===== config.mk =====
export PLATFORM = sky130hd
export DESIGN_NAME = rcc_ctrl
export DESIGN_NICKNAME = d
export VERILOG_FILES = /design/src/rcc_pkg.sv /design/src/rcc_ctrl.sv
export VERILOG_INCLUDE_DIRS = /design/src
export SDC_FILE = /design/constraint.sdc
export NUM_CORES = 1
export LEC_CHECK = 0
export ABC_AREA = 1
export ABC_CLOCK_PERIOD_IN_PS = 5000
export BUFFER_PORTS_ARGS = -buffer_cell sky130_fd_sc_hd__buf_2
export CAP_MARGIN = 10
export CORE_ASPECT_RATIO = 2
export CORE_MARGIN = 5
export CORE_UTILIZATION = 59
export CTS_BUF_LIST = sky130_fd_sc_hd__clkbuf_16
export DETAILED_ROUTE_END_ITERATION = 16
export MAX_ROUTING_LAYER = met4
export PLACE_DENSITY_LB_ADDON = 0.25
export SYNTH_ARGS = -nofsm -noshare
export SYNTH_HDL_FRONTEND = slang
export SYNTH_SLANG_ARGS = --single-unit

===== constraint.sdc =====
create_clock -name aclk -period 5 [get_ports aclk]
set_input_delay 0.5 -clock aclk [delete_from_list [all_inputs] [get_ports aclk]]
set_output_delay 0.5 -clock aclk [all_outputs]
set_load 0.005 [all_outputs]

===== src/rcc_map.svh =====
// Register indexes, field positions, reset values and timing counts of the counter control block.
`ifndef RCC_MAP_SVH
`define RCC_MAP_SVH

// Register indexes; the byte address is four times the index.
`define RCC_IDX_CTRL 6'h00
`define RCC_IDX_EVENT_OUTPUT_CONTROL 6'h04
`define RCC_IDX_IRQ_ENABLE_CLEAR 6'h08
`define RCC_IDX_IRQ_ENABLE_SET 6'h0A
`define RCC_IDX_IRQ_FLAG_STATUS 6'h0C
`define RCC_IDX_DEBUG_HALT_CONTROL 6'h0E
`define RCC_IDX_SYNC_PENDING_STATUS 6'h10

// Field positions.
`define RCC_CTRL_SOFT_RESET_BIT 0
`define RCC_CTRL_ENABLE 1
`define RCC_CTRL_MODE_LO 2
`define RCC_CTRL_PRESC_LO 8
`define RCC_BIT_OVF 15
`define RCC_BIT_ALARM 8
`define RCC_DBG_RUN 0

// Operating modes and special field values.
`define RCC_MODE_WIDE 2'h0
`define RCC_MODE_NARROW 2'h1
`define RCC_MODE_CAL 2'h2
`define RCC_MODE_RSVD 2'h3
`define RCC_PRESC_OFF 4'h0

// Reset values.
`define RCC_RST16 16'h0000
`define RCC_RST8 8'h00

// Timing: clock-domain synchronisation delay in aclk cycles, source tick divider.
`define RCC_SYNC_CYCLES 4'h4
`define RCC_SRC_DIV 16'h0008

// Bus responses.
`define RCC_RESP_OKAY 2'h0
`define RCC_RESP_SLVERR 2'h2

`endif


===== src/rcc_pkg.sv =====
// Types shared by the counter control block.
package rcc_pkg;
	typedef enum logic [1:0] {
		RCC_SY_IDLE,
		RCC_SY_EN,
		RCC_SY_RST
	} rcc_sync_state_t;
endpackage


===== src/rcc_ctrl.sv =====
// Control, event output and interrupt logic of the calendar counter, with an AXI4-Lite slave.
`timescale 1ns/1ps
`default_nettype none
`include "rcc_map.svh"

// Notes on behaviour
// Mode field selects wide, narrow, calendar; unsynchronised.
// Enable reads back at once; applied after sync.
// Soft reset clears all but debug control.
// Soft reset write discards its other fields.
// Soft reset bit reads one until done.
// Overflow event only when its enable set.
// Alarm event only when its enable set.
// Periodic event enables gate each interval event.
// Writing one to enable-clear clears enables.
// Writing one to enable-set sets enables.
// Set and clear registers read shared enables.
// Overflow flag set next counter tick after overflow.
// Alarm flag set next counter tick after match.
// Periodic flag x on prescaler bit x+2 rising.
// Writing one clears a flag; zero ignored.
// No periodic events while prescaler is off.
// Debug halt stops counter unless run bit set.
// One interrupt line, OR of enabled flags.
// Event outputs are single-cycle pulses per occurrence.

module rcc_ctrl
	import rcc_pkg::*;
#(
	parameter int ADDR_W = 8,
	parameter logic [15:0] SRC_DIV = `RCC_SRC_DIV,
	parameter logic [3:0] SYNC_CYCLES = `RCC_SYNC_CYCLES
) (
	input wire logic aclk,
	input wire logic aresetn,
	input wire logic [ADDR_W-1:0] s_axi_awaddr,
	input wire logic [2:0] s_axi_awprot,
	input wire logic s_axi_awvalid,
	output logic s_axi_awready,
	input wire logic [31:0] s_axi_wdata,
	input wire logic [3:0] s_axi_wstrb,
	input wire logic s_axi_wvalid,
	output logic s_axi_wready,
	output logic [1:0] s_axi_bresp,
	output logic s_axi_bvalid,
	input wire logic s_axi_bready,
	input wire logic [ADDR_W-1:0] s_axi_araddr,
	input wire logic [2:0] s_axi_arprot,
	input wire logic s_axi_arvalid,
	output logic s_axi_arready,
	output logic [31:0] s_axi_rdata,
	output logic [1:0] s_axi_rresp,
	output logic s_axi_rvalid,
	input wire logic s_axi_rready,
	input wire logic overflow_in,
	input wire logic alarm_match_in,
	input wire logic debug_halt,
	output logic counter_tick,
	output logic counter_enabled,
	output logic [1:0] counter_mode,
	output logic overflow_event,
	output logic alarm_zero_event,
	output logic [7:0] periodic_event,
	output logic irq
);

	// ********************************
	// Bus slave
	// ********************************
	logic aw_held_r;
	logic w_held_r;
	logic [5:0] aw_idx_r;
	logic [31:0] wdata_r;
	logic bvalid_r;
	logic [1:0] bresp_r;
	logic rvalid_r;
	logic [1:0] rresp_r;
	logic [31:0] rdata_r;
	logic wr_go;
	logic rd_go;
	logic wr_hit;
	logic rd_hit;
	logic [31:0] rd_val;
	logic [15:0] wd;
	logic wr_ctrl, wr_ev, wr_clr, wr_set, wr_flag, wr_dbg;

	assign s_axi_awready = !aw_held_r && !bvalid_r;
	assign s_axi_wready = !w_held_r && !bvalid_r;
	assign s_axi_arready = !rvalid_r;
	assign wr_go = aw_held_r && w_held_r && !bvalid_r;
	assign rd_go = s_axi_arvalid && s_axi_arready;
	assign wd = wdata_r[15:0];

	always_ff @(posedge aclk) begin
		if (!aresetn) begin
			aw_held_r <= 1'b0;
			aw_idx_r <= 6'h00;
		end else if (s_axi_awvalid && s_axi_awready) begin
			aw_held_r <= 1'b1;
			aw_idx_r <= s_axi_awaddr[7:2];
		end else if (wr_go) begin
			aw_held_r <= 1'b0;
		end
	end

	// Byte lanes without a strobe write zero, so a narrow write never leaves stale bits.
	always_ff @(posedge aclk) begin
		if (!aresetn) begin
			w_held_r <= 1'b0;
			wdata_r <= 32'h0000_0000;
		end else if (s_axi_wvalid && s_axi_wready) begin
			w_held_r <= 1'b1;
			for (int i = 0; i < 4; i++) begin
				wdata_r[i*8 +: 8] <= s_axi_wstrb[i] ? s_axi_wdata[i*8 +: 8] : 8'h00;
			end
		end else if (wr_go) begin
			w_held_r <= 1'b0;
		end
	end

	always_comb begin
		wr_ctrl = wr_go && aw_idx_r == `RCC_IDX_CTRL;
		wr_ev = wr_go && aw_idx_r == `RCC_IDX_EVENT_OUTPUT_CONTROL;
		wr_clr = wr_go && aw_idx_r == `RCC_IDX_IRQ_ENABLE_CLEAR;
		wr_set = wr_go && aw_idx_r == `RCC_IDX_IRQ_ENABLE_SET;
		wr_flag = wr_go && aw_idx_r == `RCC_IDX_IRQ_FLAG_STATUS;
		wr_dbg = wr_go && aw_idx_r == `RCC_IDX_DEBUG_HALT_CONTROL;
		wr_hit = wr_ctrl || wr_ev || wr_clr || wr_set || wr_flag || wr_dbg
			|| aw_idx_r == `RCC_IDX_SYNC_PENDING_STATUS;
	end

	always_ff @(posedge aclk) begin
		if (!aresetn) begin
			bvalid_r <= 1'b0;
			bresp_r <= `RCC_RESP_OKAY;
		end else if (wr_go) begin
			bvalid_r <= 1'b1;
			bresp_r <= wr_hit ? `RCC_RESP_OKAY : `RCC_RESP_SLVERR;
		end else if (s_axi_bready) begin
			bvalid_r <= 1'b0;
		end
	end

	assign s_axi_bvalid = bvalid_r;
	assign s_axi_bresp = bresp_r;

	// ********************************
	// Control and synchronisation
	// ********************************
	logic soft_reset_bit_r;
	logic enable_r;
	logic enable_eff_r;
	logic [1:0] mode_r;
	logic [3:0] presc_r;
	logic run_halted_r;
	rcc_sync_state_t sync_st_r;
	logic [3:0] sync_cnt_r;
	logic sw_clr;
	logic sync_done;

	assign sync_done = sync_st_r != RCC_SY_IDLE && sync_cnt_r == 4'h1;
	assign sw_clr = sync_st_r == RCC_SY_RST && sync_done;

	// sync sequencing
	always_ff @(posedge aclk) begin
		if (!aresetn || sw_clr) begin
			sync_st_r <= RCC_SY_IDLE;
			sync_cnt_r <= 4'h0;
		end else if (wr_ctrl && wd[`RCC_CTRL_SOFT_RESET_BIT]) begin
			sync_st_r <= RCC_SY_RST;
			sync_cnt_r <= SYNC_CYCLES;
		end else if (wr_ctrl && sync_st_r != RCC_SY_RST) begin
			sync_st_r <= RCC_SY_EN;
			sync_cnt_r <= SYNC_CYCLES;
		end else begin
			unique case (sync_st_r)
				RCC_SY_IDLE: sync_cnt_r <= 4'h0;
				RCC_SY_EN, RCC_SY_RST: begin
					sync_cnt_r <= sync_cnt_r - 4'h1;
					if (sync_done) begin
						sync_st_r <= RCC_SY_IDLE;
					end
				end
			endcase
		end
	end

	// soft reset bit and fields it overrides
	always_ff @(posedge aclk) begin
		if (!aresetn || sw_clr) begin
			soft_reset_bit_r <= 1'b0;
			enable_r <= 1'b0;
			mode_r <= `RCC_MODE_WIDE;
			presc_r <= `RCC_PRESC_OFF;
		end else if (wr_ctrl && wd[`RCC_CTRL_SOFT_RESET_BIT]) begin
			soft_reset_bit_r <= 1'b1;
		end else if (wr_ctrl && !soft_reset_bit_r) begin
			enable_r <= wd[`RCC_CTRL_ENABLE];
			// mode is enable-protected and applied unsynchronised
			if (!enable_r && !enable_eff_r) begin
				mode_r <= wd[`RCC_CTRL_MODE_LO +: 2];
				presc_r <= wd[`RCC_CTRL_PRESC_LO +: 4];
			end
		end
	end

	// enable applied after the sync delay
	always_ff @(posedge aclk) begin
		if (!aresetn || sw_clr) begin
			enable_eff_r <= 1'b0;
		end else if (sync_st_r == RCC_SY_EN && sync_done) begin
			enable_eff_r <= enable_r;
		end
	end

	// debug run bit survives soft reset
	always_ff @(posedge aclk) begin
		if (!aresetn) begin
			run_halted_r <= 1'b0;
		end else if (wr_dbg) begin
			run_halted_r <= wd[`RCC_DBG_RUN];
		end
	end

	assign counter_enabled = enable_eff_r;
	assign counter_mode = mode_r;

	// ********************************
	// Prescaler and counter tick
	// ********************************
	logic [15:0] src_cnt_r;
	logic src_tick;
	logic running;
	logic [9:0] pres_cnt_r;
	logic [9:0] pres_prev_r;
	logic [9:0] pres_mask;
	logic pres_step_r;

	// halt on debugger unless run bit set
	assign running = enable_eff_r && !(debug_halt && !run_halted_r);
	assign src_tick = src_cnt_r == SRC_DIV - 16'h0001;

	always_ff @(posedge aclk) begin
		if (!aresetn || sw_clr || src_tick) begin
			src_cnt_r <= 16'h0000;
		end else begin
			src_cnt_r <= src_cnt_r + 16'h0001;
		end
	end

	always_comb begin
		pres_mask = 10'h000;
		if (presc_r > 4'h1) begin
			pres_mask = 10'((11'h001 << (presc_r - 4'h1)) - 11'h001);
		end
	end

	always_ff @(posedge aclk) begin
		if (!aresetn || sw_clr) begin
			pres_cnt_r <= 10'h000;
			pres_prev_r <= 10'h000;
			pres_step_r <= 1'b0;
			counter_tick <= 1'b0;
		end else begin
			pres_step_r <= src_tick && running;
			pres_prev_r <= pres_cnt_r;
			counter_tick <= src_tick && running && (pres_cnt_r & pres_mask) == pres_mask;
			if (src_tick && running) begin
				pres_cnt_r <= pres_cnt_r + 10'h001;
			end
		end
	end

	// ********************************
	// Flags, enables and events
	// ********************************
	logic [15:0] event_output_control_r;
	logic [15:0] inten_r;
	logic [15:0] flag_r;
	logic ovf_pend_r;
	logic alarm_pend_r;
	logic set_ovf;
	logic set_alarm;
	logic [7:0] per_rise;
	logic [7:0] set_per;
	logic [15:0] flag_set;

	always_ff @(posedge aclk) begin
		if (!aresetn || sw_clr) begin
			ovf_pend_r <= 1'b0;
			alarm_pend_r <= 1'b0;
		end else begin
			ovf_pend_r <= overflow_in || (ovf_pend_r && !counter_tick);
			alarm_pend_r <= alarm_match_in || (alarm_pend_r && !counter_tick);
		end
	end

	// flags follow on the next counter tick
	assign set_ovf = counter_tick && ovf_pend_r;
	assign set_alarm = counter_tick && alarm_pend_r;
	// rising prescaler bit x+2, none while prescaler off
	assign per_rise = pres_cnt_r[9:2] & ~pres_prev_r[9:2];
	assign set_per = (presc_r == `RCC_PRESC_OFF) ? 8'h00 : per_rise & {8{pres_step_r}};

	always_comb begin
		flag_set = 16'h0000;
		flag_set[`RCC_BIT_OVF] = set_ovf;
		flag_set[`RCC_BIT_ALARM] = set_alarm;
		flag_set[7:0] = set_per;
	end

	// clear by one, a set in the same cycle wins
	always_ff @(posedge aclk) begin
		if (!aresetn || sw_clr) begin
			flag_r <= `RCC_RST16;
		end else begin
			flag_r <= ((wr_flag ? flag_r & ~wd : flag_r) | flag_set) & 16'h81FF;
		end
	end

	// one shared enable set
	always_ff @(posedge aclk) begin
		if (!aresetn || sw_clr) begin
			inten_r <= `RCC_RST16;
		end else if (wr_set) begin
			inten_r <= (inten_r | wd) & 16'h81FF;
		end else if (wr_clr) begin
			inten_r <= inten_r & ~wd;
		end
	end

	always_ff @(posedge aclk) begin
		if (!aresetn || sw_clr) begin
			event_output_control_r <= `RCC_RST16;
		end else if (wr_ev && !enable_r && !enable_eff_r) begin
			event_output_control_r <= wd & 16'h81FF;
		end
	end

	// gated single-cycle event pulses
	always_ff @(posedge aclk) begin
		if (!aresetn || sw_clr) begin
			overflow_event <= 1'b0;
			alarm_zero_event <= 1'b0;
			periodic_event <= 8'h00;
		end else begin
			overflow_event <= set_ovf && event_output_control_r[`RCC_BIT_OVF];
			alarm_zero_event <= set_alarm && event_output_control_r[`RCC_BIT_ALARM];
			periodic_event <= set_per & event_output_control_r[7:0];
		end
	end

	// single interrupt line
	assign irq = |(flag_r & inten_r);

	// ********************************
	// Read path
	// ********************************
	always_comb begin
		rd_val = 32'h0000_0000;
		rd_hit = 1'b1;
		unique case (s_axi_araddr[7:2])
			`RCC_IDX_CTRL: rd_val[15:0] = {4'h0, presc_r, 4'h0, mode_r, enable_r, soft_reset_bit_r};
			`RCC_IDX_EVENT_OUTPUT_CONTROL: rd_val[15:0] = event_output_control_r;
			`RCC_IDX_IRQ_ENABLE_CLEAR, `RCC_IDX_IRQ_ENABLE_SET: rd_val[15:0] = inten_r;
			`RCC_IDX_IRQ_FLAG_STATUS: rd_val[15:0] = flag_r;
			`RCC_IDX_DEBUG_HALT_CONTROL: rd_val[0] = run_halted_r;
			`RCC_IDX_SYNC_PENDING_STATUS: rd_val[1:0] = {sync_st_r == RCC_SY_EN, sync_st_r == RCC_SY_RST};
			default: rd_hit = 1'b0;
		endcase
	end

	always_ff @(posedge aclk) begin
		if (!aresetn) begin
			rvalid_r <= 1'b0;
			rdata_r <= 32'h0000_0000;
			rresp_r <= `RCC_RESP_OKAY;
		end else if (rd_go) begin
			rvalid_r <= 1'b1;
			rdata_r <= rd_val;
			rresp_r <= rd_hit ? `RCC_RESP_OKAY : `RCC_RESP_SLVERR;
		end else if (s_axi_rready) begin
			rvalid_r <= 1'b0;
		end
	end

	assign s_axi_rvalid = rvalid_r;
	assign s_axi_rdata = rdata_r;
	assign s_axi_rresp = rresp_r;
endmodule
`default_nettype wire


Yosys cells after proc, flatten, opt, wreduce, memory -nomap -nowiden:

Index checks and enable logic that the tools add are counted.

* register bits after elaboration: 154
* bits of input ports: 68
* output and inout port bits: 56
* word-level logic and storage cells: 176

* add/subtract/negate cells: 5
* order comparisons: 1
* equal/unequal tests: 18
* shifts and indexed selects: 1
* mux-type cells: 27
* bitwise operators: 12
* reduce and logical (&&, ||, !) cells: 78

Operators with widths (number)
* one-hot mux 14 bit (4 select lines): 1
* bitwise AND 16 bit: 3
* == test 6 x 4 -> 1 bit, second input constant: 8
* two-way mux 16 bit: 3
* logical AND 1 bit: 32
* bitwise OR 16 bit: 2
* bitwise AND 8 bit: 3
* two-way mux 8 bit: 3
* adder 16 x 1 -> 16 bit, second input constant: 1
* == test 16 x 3 -> 1 bit, second input constant: 1
* NOT 16 bit: 1
* nonzero test 2 bit: 8
* OR reduction 16 bit: 1
* == test 6 x 3 -> 1 bit, second input constant: 2
* == test 6 x 5 -> 1 bit, second input constant: 2
* logical NOT 6 bit: 2
* two-way mux 2 bit: 6
* logical NOT 1 bit: 11
* adder 10 x 1 -> 10 bit, second input constant: 1
* bitwise AND 10 bit: 1
* == test 10 bit: 1
* logical OR 1 bit: 10
* two-way mux 10 bit: 1
* left shift 1 x 4 -> 10 bit, first input constant: 1
* 22 further kinds: 37

Longest topological paths before layout:

Gate-level depths: netlist of the first run.

* depth after elaboration: 10
* mapped depth: 12

Least setup slack after synthesis of the first run:

Ideal clock, no wire load.

* path kind: flip-flop to flip-flop
* start point: register presc_r[2]
* end point: register counter_tick
* setup time: 112 ps
* arrival time: 1460 ps
* setup slack: 3428 ps
* cell stages (with the launch flop): 11
* path buffers: 0
* cells stage by stage: dfxtp_1 nor2_2 nand2_1 ha_1 or2_2 nand2_1 nor2_1 nand3_1 o21bai_1 nand2_1 nor2_1

* cells in the longest elaborated chain, start to end: 7

RTL lines
* start, declared: line rcc_ctrl.sv:154 `logic [3:0] presc_r;`
* start signal, assigned: line rcc_ctrl.sv:194 `` presc_r <= `RCC_PRESC_OFF; ``
* start signal, assigned: line rcc_ctrl.sv:202 `` presc_r <= wd[`RCC_CTRL_PRESC_LO +: 4]; ``
* subtractor 4 x 1 -> 4 bit: line rcc_ctrl.sv:254 `pres_mask = 10'((11'h001 << (presc_r - 4'h1)) - 11'h001);`
* left shift 1 x 4 -> 10 bit: line rcc_ctrl.sv:254
* subtractor 10 x 1 -> 10 bit: line rcc_ctrl.sv:254
* two-way mux 10 bit (*): line rcc_ctrl.sv:253 `if (presc_r > 4'h1) begin`
* bitwise AND 10 bit: line rcc_ctrl.sv:267 `counter_tick <= src_tick && running && (pres_cnt_r & pres_mask) == pres_mask;`
* == test 10 bit (*): line rcc_ctrl.sv:267
* logical AND 1 bit (*): line rcc_ctrl.sv:267
* end signal, assigned: line rcc_ctrl.sv:267
* end, declared: line rcc_ctrl.sv:58 `output logic counter_tick,`

Every way passes the cells marked *; elsewhere a longest branch is shown, timed or not.
A chain may end at the register's enable or synchronous reset.

Final worst setup path of the first run:

* start point: register sync_st_r[0]
* end point: register src_cnt_r[5]

* cells in the longest elaborated chain, start to end: 5

RTL lines
* start, declared: line rcc_ctrl.sv:156 `rcc_sync_state_t sync_st_r;`
* start signal, assigned: line rcc_ctrl.sv:167 `sync_st_r <= RCC_SY_IDLE;`
* start signal, assigned: line rcc_ctrl.sv:170 `sync_st_r <= RCC_SY_RST;`
* start signal, assigned: line rcc_ctrl.sv:173 `sync_st_r <= RCC_SY_EN;`
* nonzero test 2 bit: line rcc_ctrl.sv:161 `assign sync_done = sync_st_r != RCC_SY_IDLE && sync_cnt_r == 4'h1;`
* logical AND 1 bit: line rcc_ctrl.sv:161
* logical AND 1 bit (*): line rcc_ctrl.sv:162 `assign sw_clr = sync_st_r == RCC_SY_RST && sync_done;`
* logical OR 1 bit (*) (2 in series): line rcc_ctrl.sv:244 `if (!aresetn || sw_clr || src_tick) begin`
* end signal, assigned: line rcc_ctrl.sv:247 `src_cnt_r <= src_cnt_r + 16'h0001;`
* end, declared: line rcc_ctrl.sv:231 `logic [15:0] src_cnt_r;`

Marks and branches as above.

==> results.json, run 1 <==
{
  "status": "finished, final reports clean",
  "synthMuxAreaShare": 0,
  "crit_type": "reg -> reg",
  "cts_inserted_buffers": 17,
  "critPathLaunch": "sync_st_r[0]",
  "worst_ir_drop_vdd_mv": 0.2653,
  "clkLatencyLatePin_ps": 420,
  "port_buffers": 77,
  "grt_antenna_before_repair": 0,
  "final-max-slew-violation-count": 0,
  "start_util": 0.6064,
  "synth_edf_count": 0,
  "p_leak_nw": 3.045,
  "fp.dieW_um": 83.61,
  "yosys_register_bits": 144,
  "grt.overflow.total": 0,
  "yosysWarningCount": 0,
  "drive_gt1_frac": 0.1615,
  "p_seq_frac": 0.442,
  "period_share": 0.5119,
  "yosysMostFrequentCell": "nand2_1",
  "cts_sinks": 144,
  "synth.area.top_cells": "dfxtp_1, nand2_1, a21oi_1",
  "cp.required_ps": 5350,
  "die_h_um": 157.2,
  "clkTransAtPathRegs_ps": 60,
  "crit_path_top_delay_cell": "inv_1",
  "p_int_w": 0.002066,
  "grt_pass1_vias": 5653,
  "synthFlopType": "dfxtp_1",
  "avgSynthCellArea_sq_um": 7.522,
  "grt_max_degree": 56,
  "viasPerCell": 5.492,
  "yosys-top-cells-count": "nand2_1, dfxtp_1, a21oi_1",
  "rsz0062_at_grt": "no",
  "cts_hold_buf": 0,
  "diodes": 0,
  "yosysSeqAreaShare": 0.4509,
  "dpl_cell_area_sq_mm": 0.006800,
  "postCtsSetupRepairBufs": 0,
  "cts_resized": 0,
  "crit_path_max_incr_delay_ps": 630,
  "hold_slack_ps": 321.8,
  "grt_use_total": 0.2605,
  "syn_inst": 850,
  "crit_chain": "inv_1 -> ha_1 -> inv_1 -> o21ai_4 -> inv_1 -> nand2_1 -> inv_1 -> o21ai_0 -> a21oi_1",
  "drc": 0,
  "grt_pass1_wl_um": 26610,
  "async_flop_share": 0,
  "synth-xor-area-share": 0.01644,
  "synth_fa_ha_area_frac": 0.01566,
  "rows": 53,
  "fin_skew_ps": 8.711,
  "syn-cell-area_sq_mm": 0.006394,
  "p_sw_w": 0.0006339,
  "clock-root-buffer": "clkbuf_16",
  "dp_hpwl_um": 12060,
  "final_nets": 998,
  "combPwrFrac": 0.060,
  "fmax_ghz": 0.3907,
  "p_per_area_mw_per_mm2": 363.3,
  "startpoint_type": "register",
  "synth_top_area_share": 0.4509,
  "core-area_sq_mm": 0.01054,
  "drtAntennaViolNets": 0,
  "areaGrowthSynthToFinish_pct": 16.24,
  "yosysTopAreaCell": "dfxtp_1",
  "pwr-share-clk": 0.498,
  "post-route-min-period_ps": 2559,
  "setup_viol": 0,
  "reg2reg_to": "src_cnt_r[5]",
  "synth_compound_area_frac": 0.1787,
  "drv_cap": 0,
  "rrSetupSlack_ps": 2440,
  "drt_iter0_drc": 370,
  "num_vias": 5887,
  "ios": 124,
  "slew_headroom": 0.2418,
  "wl_per_cell_um": 15.60,
  "hold_violations": 0,
  "synthSimpleGateAreaFrac": 0.2374,
  "r2r-start": "sync_st_r[0]",
  "final.setup.tns_ps": 0,
  "synth_top_family_by_area": "simple AND/OR/NAND/NOR gates",
  "critPathMaxFanout": 24,
  "worst_slew_pin_slew_ps": 1136,
  "drt_first_pass_iters": 5,
  "critical_path_arrival_ps": 2910,
  "synth.distinct_cells": 42,
  "routed_wl_um": 16720,
  "clk_path_buf_depth": 2,
  "stdcell_area_sq_mm": 0.007432,
  "hold_class": "in -> reg",
  "die-area_sq_mm": 0.01315,
  "finalWeightedCongestion": 0.9484,
  "cts_max_level": 4,
  "cts_tree": "done",
  "reg2reg_depth": 9,
  "p_sw_frac": 0.2348,
  "crit_end": "src_cnt_r[5]",
  "crit_path_frequent_cell": "inv_1",
  "critPathCaptureType": "register"
}
## power groups by stage
stage	Sequential (W)	Combinational, W	Clock, W
2_1_floorplan	0.00122	0.000115	0
3_3_place_gp	0.00122	0.000156	0
3_5_place_dp	0.00122	0.000159	0
4_1_cts	0.00119	0.000160	0.00136
5_1_grt	0.00120	0.000180	0.00140
6_report	0.00119	0.000161	0.00134
## metal layers
metal  vias to the layer above  track usage  wire (um)
li1                       2937            -          -
met1                      2726       0.2495       6054
met2                       180       0.4994       9278
met3                        44      0.04662        816
met4                         0       0.1166        572
met5                         -            -          0
## logic make-up after synthesis
kind of cell / count (synthesis)
AOI/OAI and AO/OA: 211
xor gates and xnor gates: 12
adders and majority gates: 8
buffers and inverters: 150
DFF: 144
other: 1
and+or+nand+nor: 324
## placed cells by master, fill, tap and decap left out, types with 18 or more instances in the layout
master,n
nand2_1,150
dfxtp_1,144
a21oi_1,107
inv_1,91
buf_2,77
nor2_1,61
o21ai_0,57
nand3_1,36
nand4_1,23
nor3_1,22
conb_1,18
## how the worst min path moves through the flow
stage | start | endpoint | slack, ps | cells past startpoint
after floorplan | wdata_r[12] | inten_r[12] | 410 | 1
after global placement | wdata_r[14] | inten_r[14] | 430 | 1
after detailed placement | wdata_r[14] | inten_r[14] | 430 | 1
after CTS | overflow_in | ovf_pend_r | 310 | 3
after global routing | alarm_match_in | alarm_pend_r | 320 | 3
final | overflow_in | ovf_pend_r | 320 | 3
## registers in the layout, summed over array words and instances (netlist names), 4 cells and up
name,flops
periodic_event,8
wdata_r,16
s_axi_rdata,16
event_output_control_r,10
presc_r,4
src_cnt_r,16
flag_r,10
aw_idx_r,6
pres_cnt_r,10
pres_prev_r,8
sync_cnt_r,4
inten_r,16
## area by class of cell
class | count | area (sq um)
multi-input cells | 573 | 2944
inverters | 107 | 401.6
clock inverters | 15 | 206.4
repair buffers | 79 | 400.4
flip-flops and latches | 144 | 2883
clock buffers | 17 | 425.4
well taps | 137 | 171.4
fillers | 894 | 3112
## metrics by stage
stage / utilization / setup WS (ps) / cells / power [W]
3_3_place_gp: 0.6450 / 2428 / 1040 / 0.001374
2_1_floorplan: - / 3428 / 867 / 0.001330
4_1_cts: 0.7049 / 2428 / 1072 / 0.002709
3_5_place_dp: 0.6450 / 2381 / 1040 / 0.001377
6_report: 0.7049 / 2441 / 1072 / 0.002700
5_1_grt: 0.7049 / 2107 / 1072 / 0.002779
## critical path: cells and delay by family (launching register included)
| kind | cells | cell delay (ps) |
|---|---|---|
| compound gates | 3 | 320 |
| fa+ha+maj | 1 | 210 |
| buf+inv | 4 | 1140 |
| simple gates | 1 | 460 |
| flops | 1 | 350 |
(Power assumes the default switching activity.)
==> inputs of run 2 (changes only) <==
--- a/config.mk
+++ b/config.mk
@@ -7,12 +7,12 @@
 export NUM_CORES = 1
 export LEC_CHECK = 0
 export ABC_AREA = 1
-export ABC_CLOCK_PERIOD_IN_PS = 5000
+export ABC_CLOCK_PERIOD_IN_PS = 2600
 export BUFFER_PORTS_ARGS = -buffer_cell sky130_fd_sc_hd__buf_2
 export CAP_MARGIN = 10
 export CORE_ASPECT_RATIO = 2
 export CORE_MARGIN = 5
-export CORE_UTILIZATION = 59
+export CORE_UTILIZATION = 55
 export CTS_BUF_LIST = sky130_fd_sc_hd__clkbuf_16
 export DETAILED_ROUTE_END_ITERATION = 16
 export MAX_ROUTING_LAYER = met4
==> constraint.sdc (replaced) <==
create_clock -name aclk -period 2.6 [get_ports aclk]
set_input_delay 0.26 -clock aclk [delete_from_list [all_inputs] [get_ports aclk]]
set_output_delay 0.26 -clock aclk [all_outputs]
set_load 0.005 [all_outputs]
==> results.json, run 2 (synthesized netlist as in run 1, its figures left out) <==
{
  "rows": 55,
  "hold_class": "in -> reg",
  "cp.required_ps": 2900,
  "die-area_sq_mm": 0.01401,
  "core-area_sq_mm": 0.01135,
  "cp_num_buf_inv": 3,
  "grt.overflow.total": 0,
  "postCtsSetupRepairBufs": 0,
  "crit_path_max_incr_delay_ps": 360,
  "wl_per_cell_um": 15.33,
  "drt_iter0_drc": 342,
  "routed_wl_um": 16550,
  "status": "finished, final reports clean",
  "post-route-min-period_ps": 1930,
  "finalWeightedCongestion": 0.9279,
  "pwr-share-clk": 0.477,
  "cts_max_level": 4,
  "crit_type": "reg -> reg",
  "crit_family": "simple AND/OR/NAND/NOR gates",
  "cts_resized": 0,
  "utilization": 0.6525,
  "diodes": 0,
  "final.setup.tns_ps": 0,
  "p_sw_w": 0.001283,
  "fillers": 1046,
  "crit_path_top_delay_cell": "dfxtp_1",
  "die_h_um": 162.5,
  "drt_first_pass_iters": 5,
  "dp_hpwl_um": 12280,
  "worst_slew_pin_slew_ps": 1167,
  "drive_gt1_frac": 0.1652,
  "cts_hold_buf": 0,
  "slew_headroom": 0.2211,
  "p_seq_frac": 0.461,
  "grt_pass1_vias": 5777,
  "start_util": 0.5631,
  "areaGrowthSynthToFinish_pct": 15.87,
  "place_inst": 1048,
  "critPathMaxFanout": 11,
  "clock-root-buffer": "clkbuf_16",
  "place_ws_ps": 708.2,
  "final-max-slew-violation-count": 0,
  "ios": 124,
  "grt_max_degree": 56,
  "cts_inserted_buffers": 17,
  "drv_cap": 0,
  "fin_skew_ps": 9.710,
  "period_share": 0.7425,
  "layout_commonest_cell": "nand2_1",
  "grt_pass1_wl_um": 26910,
  "cts_tree": "done",
  "rsz0062_at_grt": "no",
  "cts_sinks": 144,
  "p_sw_frac": 0.2574,
  "p_per_area_mw_per_mm2": 672.8,
  "crit_path_frequent_cell": "inv_1",
  "clk_path_buf_depth": 2,
  "drc": 0,
  "hold_violations": 0,
  "num_vias": 5849,
  "p_int_w": 0.003701,
  "grt_use_total": 0.2497,
  "clkLatencyLatePin_ps": 420,
  "worst_ir_drop_vdd_mv": 0.5142,
  "drtAntennaViolNets": 0,
  "fp.dieW_um": 86.24,
  "critical_path_arrival_ps": 2230,
  "mostFrequentLayoutCells": "nand2_1, dfxtp_1, a21oi_1",
  "fmax_ghz": 0.5180,
  "hold_slack_ps": 54.53,
  "layout_setup_ws_ps": 669.5,
  "final_nets": 1001,
  "startpoint_type": "register",
  "grt_antenna_before_repair": 0,
  "clkTransAtPathRegs_ps": 70,
  "combPwrFrac": 0.063,
  "crit_chain": "inv_1 -> ha_1 -> nor2_1 -> nand3_1 -> o21ai_4 -> inv_1 -> nand2_1 -> inv_1 -> o21ai_0 -> a21oi_1",
  "instances_no_fill": 1080,
  "viasPerCell": 5.416,
  "port_buffers": 77,
  "rrSetupSlack_ps": 670,
  "critPathCaptureType": "register",
  "p_leak_nw": 3.019,
  "setup_viol": 0
}
==> run 2: worst paths after layout <==
check / cells after the start / start / to
worst max register to register: 10 / sync_st_r[1] / src_cnt_r[10]
worst min register to register: 1 / wdata_r[14] / inten_r[14]
worst min-delay path: 3 / overflow_in / ovf_pend_r
worst max-delay path: 10 / sync_st_r[1] / src_cnt_r[10]
==> run 2: power by group through the flow <==
stage	registers [W]	clock network [W]	logic (W)
global placement	0.00234	0	0.000305
global route	0.00230	0.00250	0.000353
detailed placement	0.00234	0	0.000310
finish	0.00230	0.00237	0.000313
floorplan	0.00234	0	0.000220
CTS	0.00230	0.00240	0.000313
==> run 2: final cells by class <==
cell class | instances | area [sq um] | share of cell area
sequential | 144 | 2883 | 0.3891
tap | 142 | 177.7 | 0.02398
timing repair buffer | 82 | 422.9 | 0.05708
inverter | 107 | 401.6 | 0.05421
clock buffer | 17 | 425.4 | 0.05742
multi-input combinational | 573 | 2944 | 0.3974
clock inverter | 15 | 153.9 | 0.02077
==> run 2: metrics by stage <==
| stage | area [sq um] | power [W] |
|---|---|---|
| final | 7408 | 0.004984 |
| after global placement | 6829 | 0.002648 |
| after floorplan | 6457 | 0.002557 |
| after detailed placement | 6829 | 0.002655 |
| after CTS | 7408 | 0.005006 |
| after global routing | 7408 | 0.005156 |
==> run 2: metal layers <==
layer  vias up  track usage  share of wire
met5         -            -              0
li1       2955            -              -
met4         0       0.1099          0.035
met3        49      0.04861          0.044
met2       173       0.4610           0.55
met1      2672       0.2474           0.37
==> run 2: worst min-delay path, delay by kind of cell <==
kind                   cells  cell delay (ps)
AND/OR/NAND/NOR            1               80
AO/OA/AOI/OAI              1               30
buffers and inverters      1               70
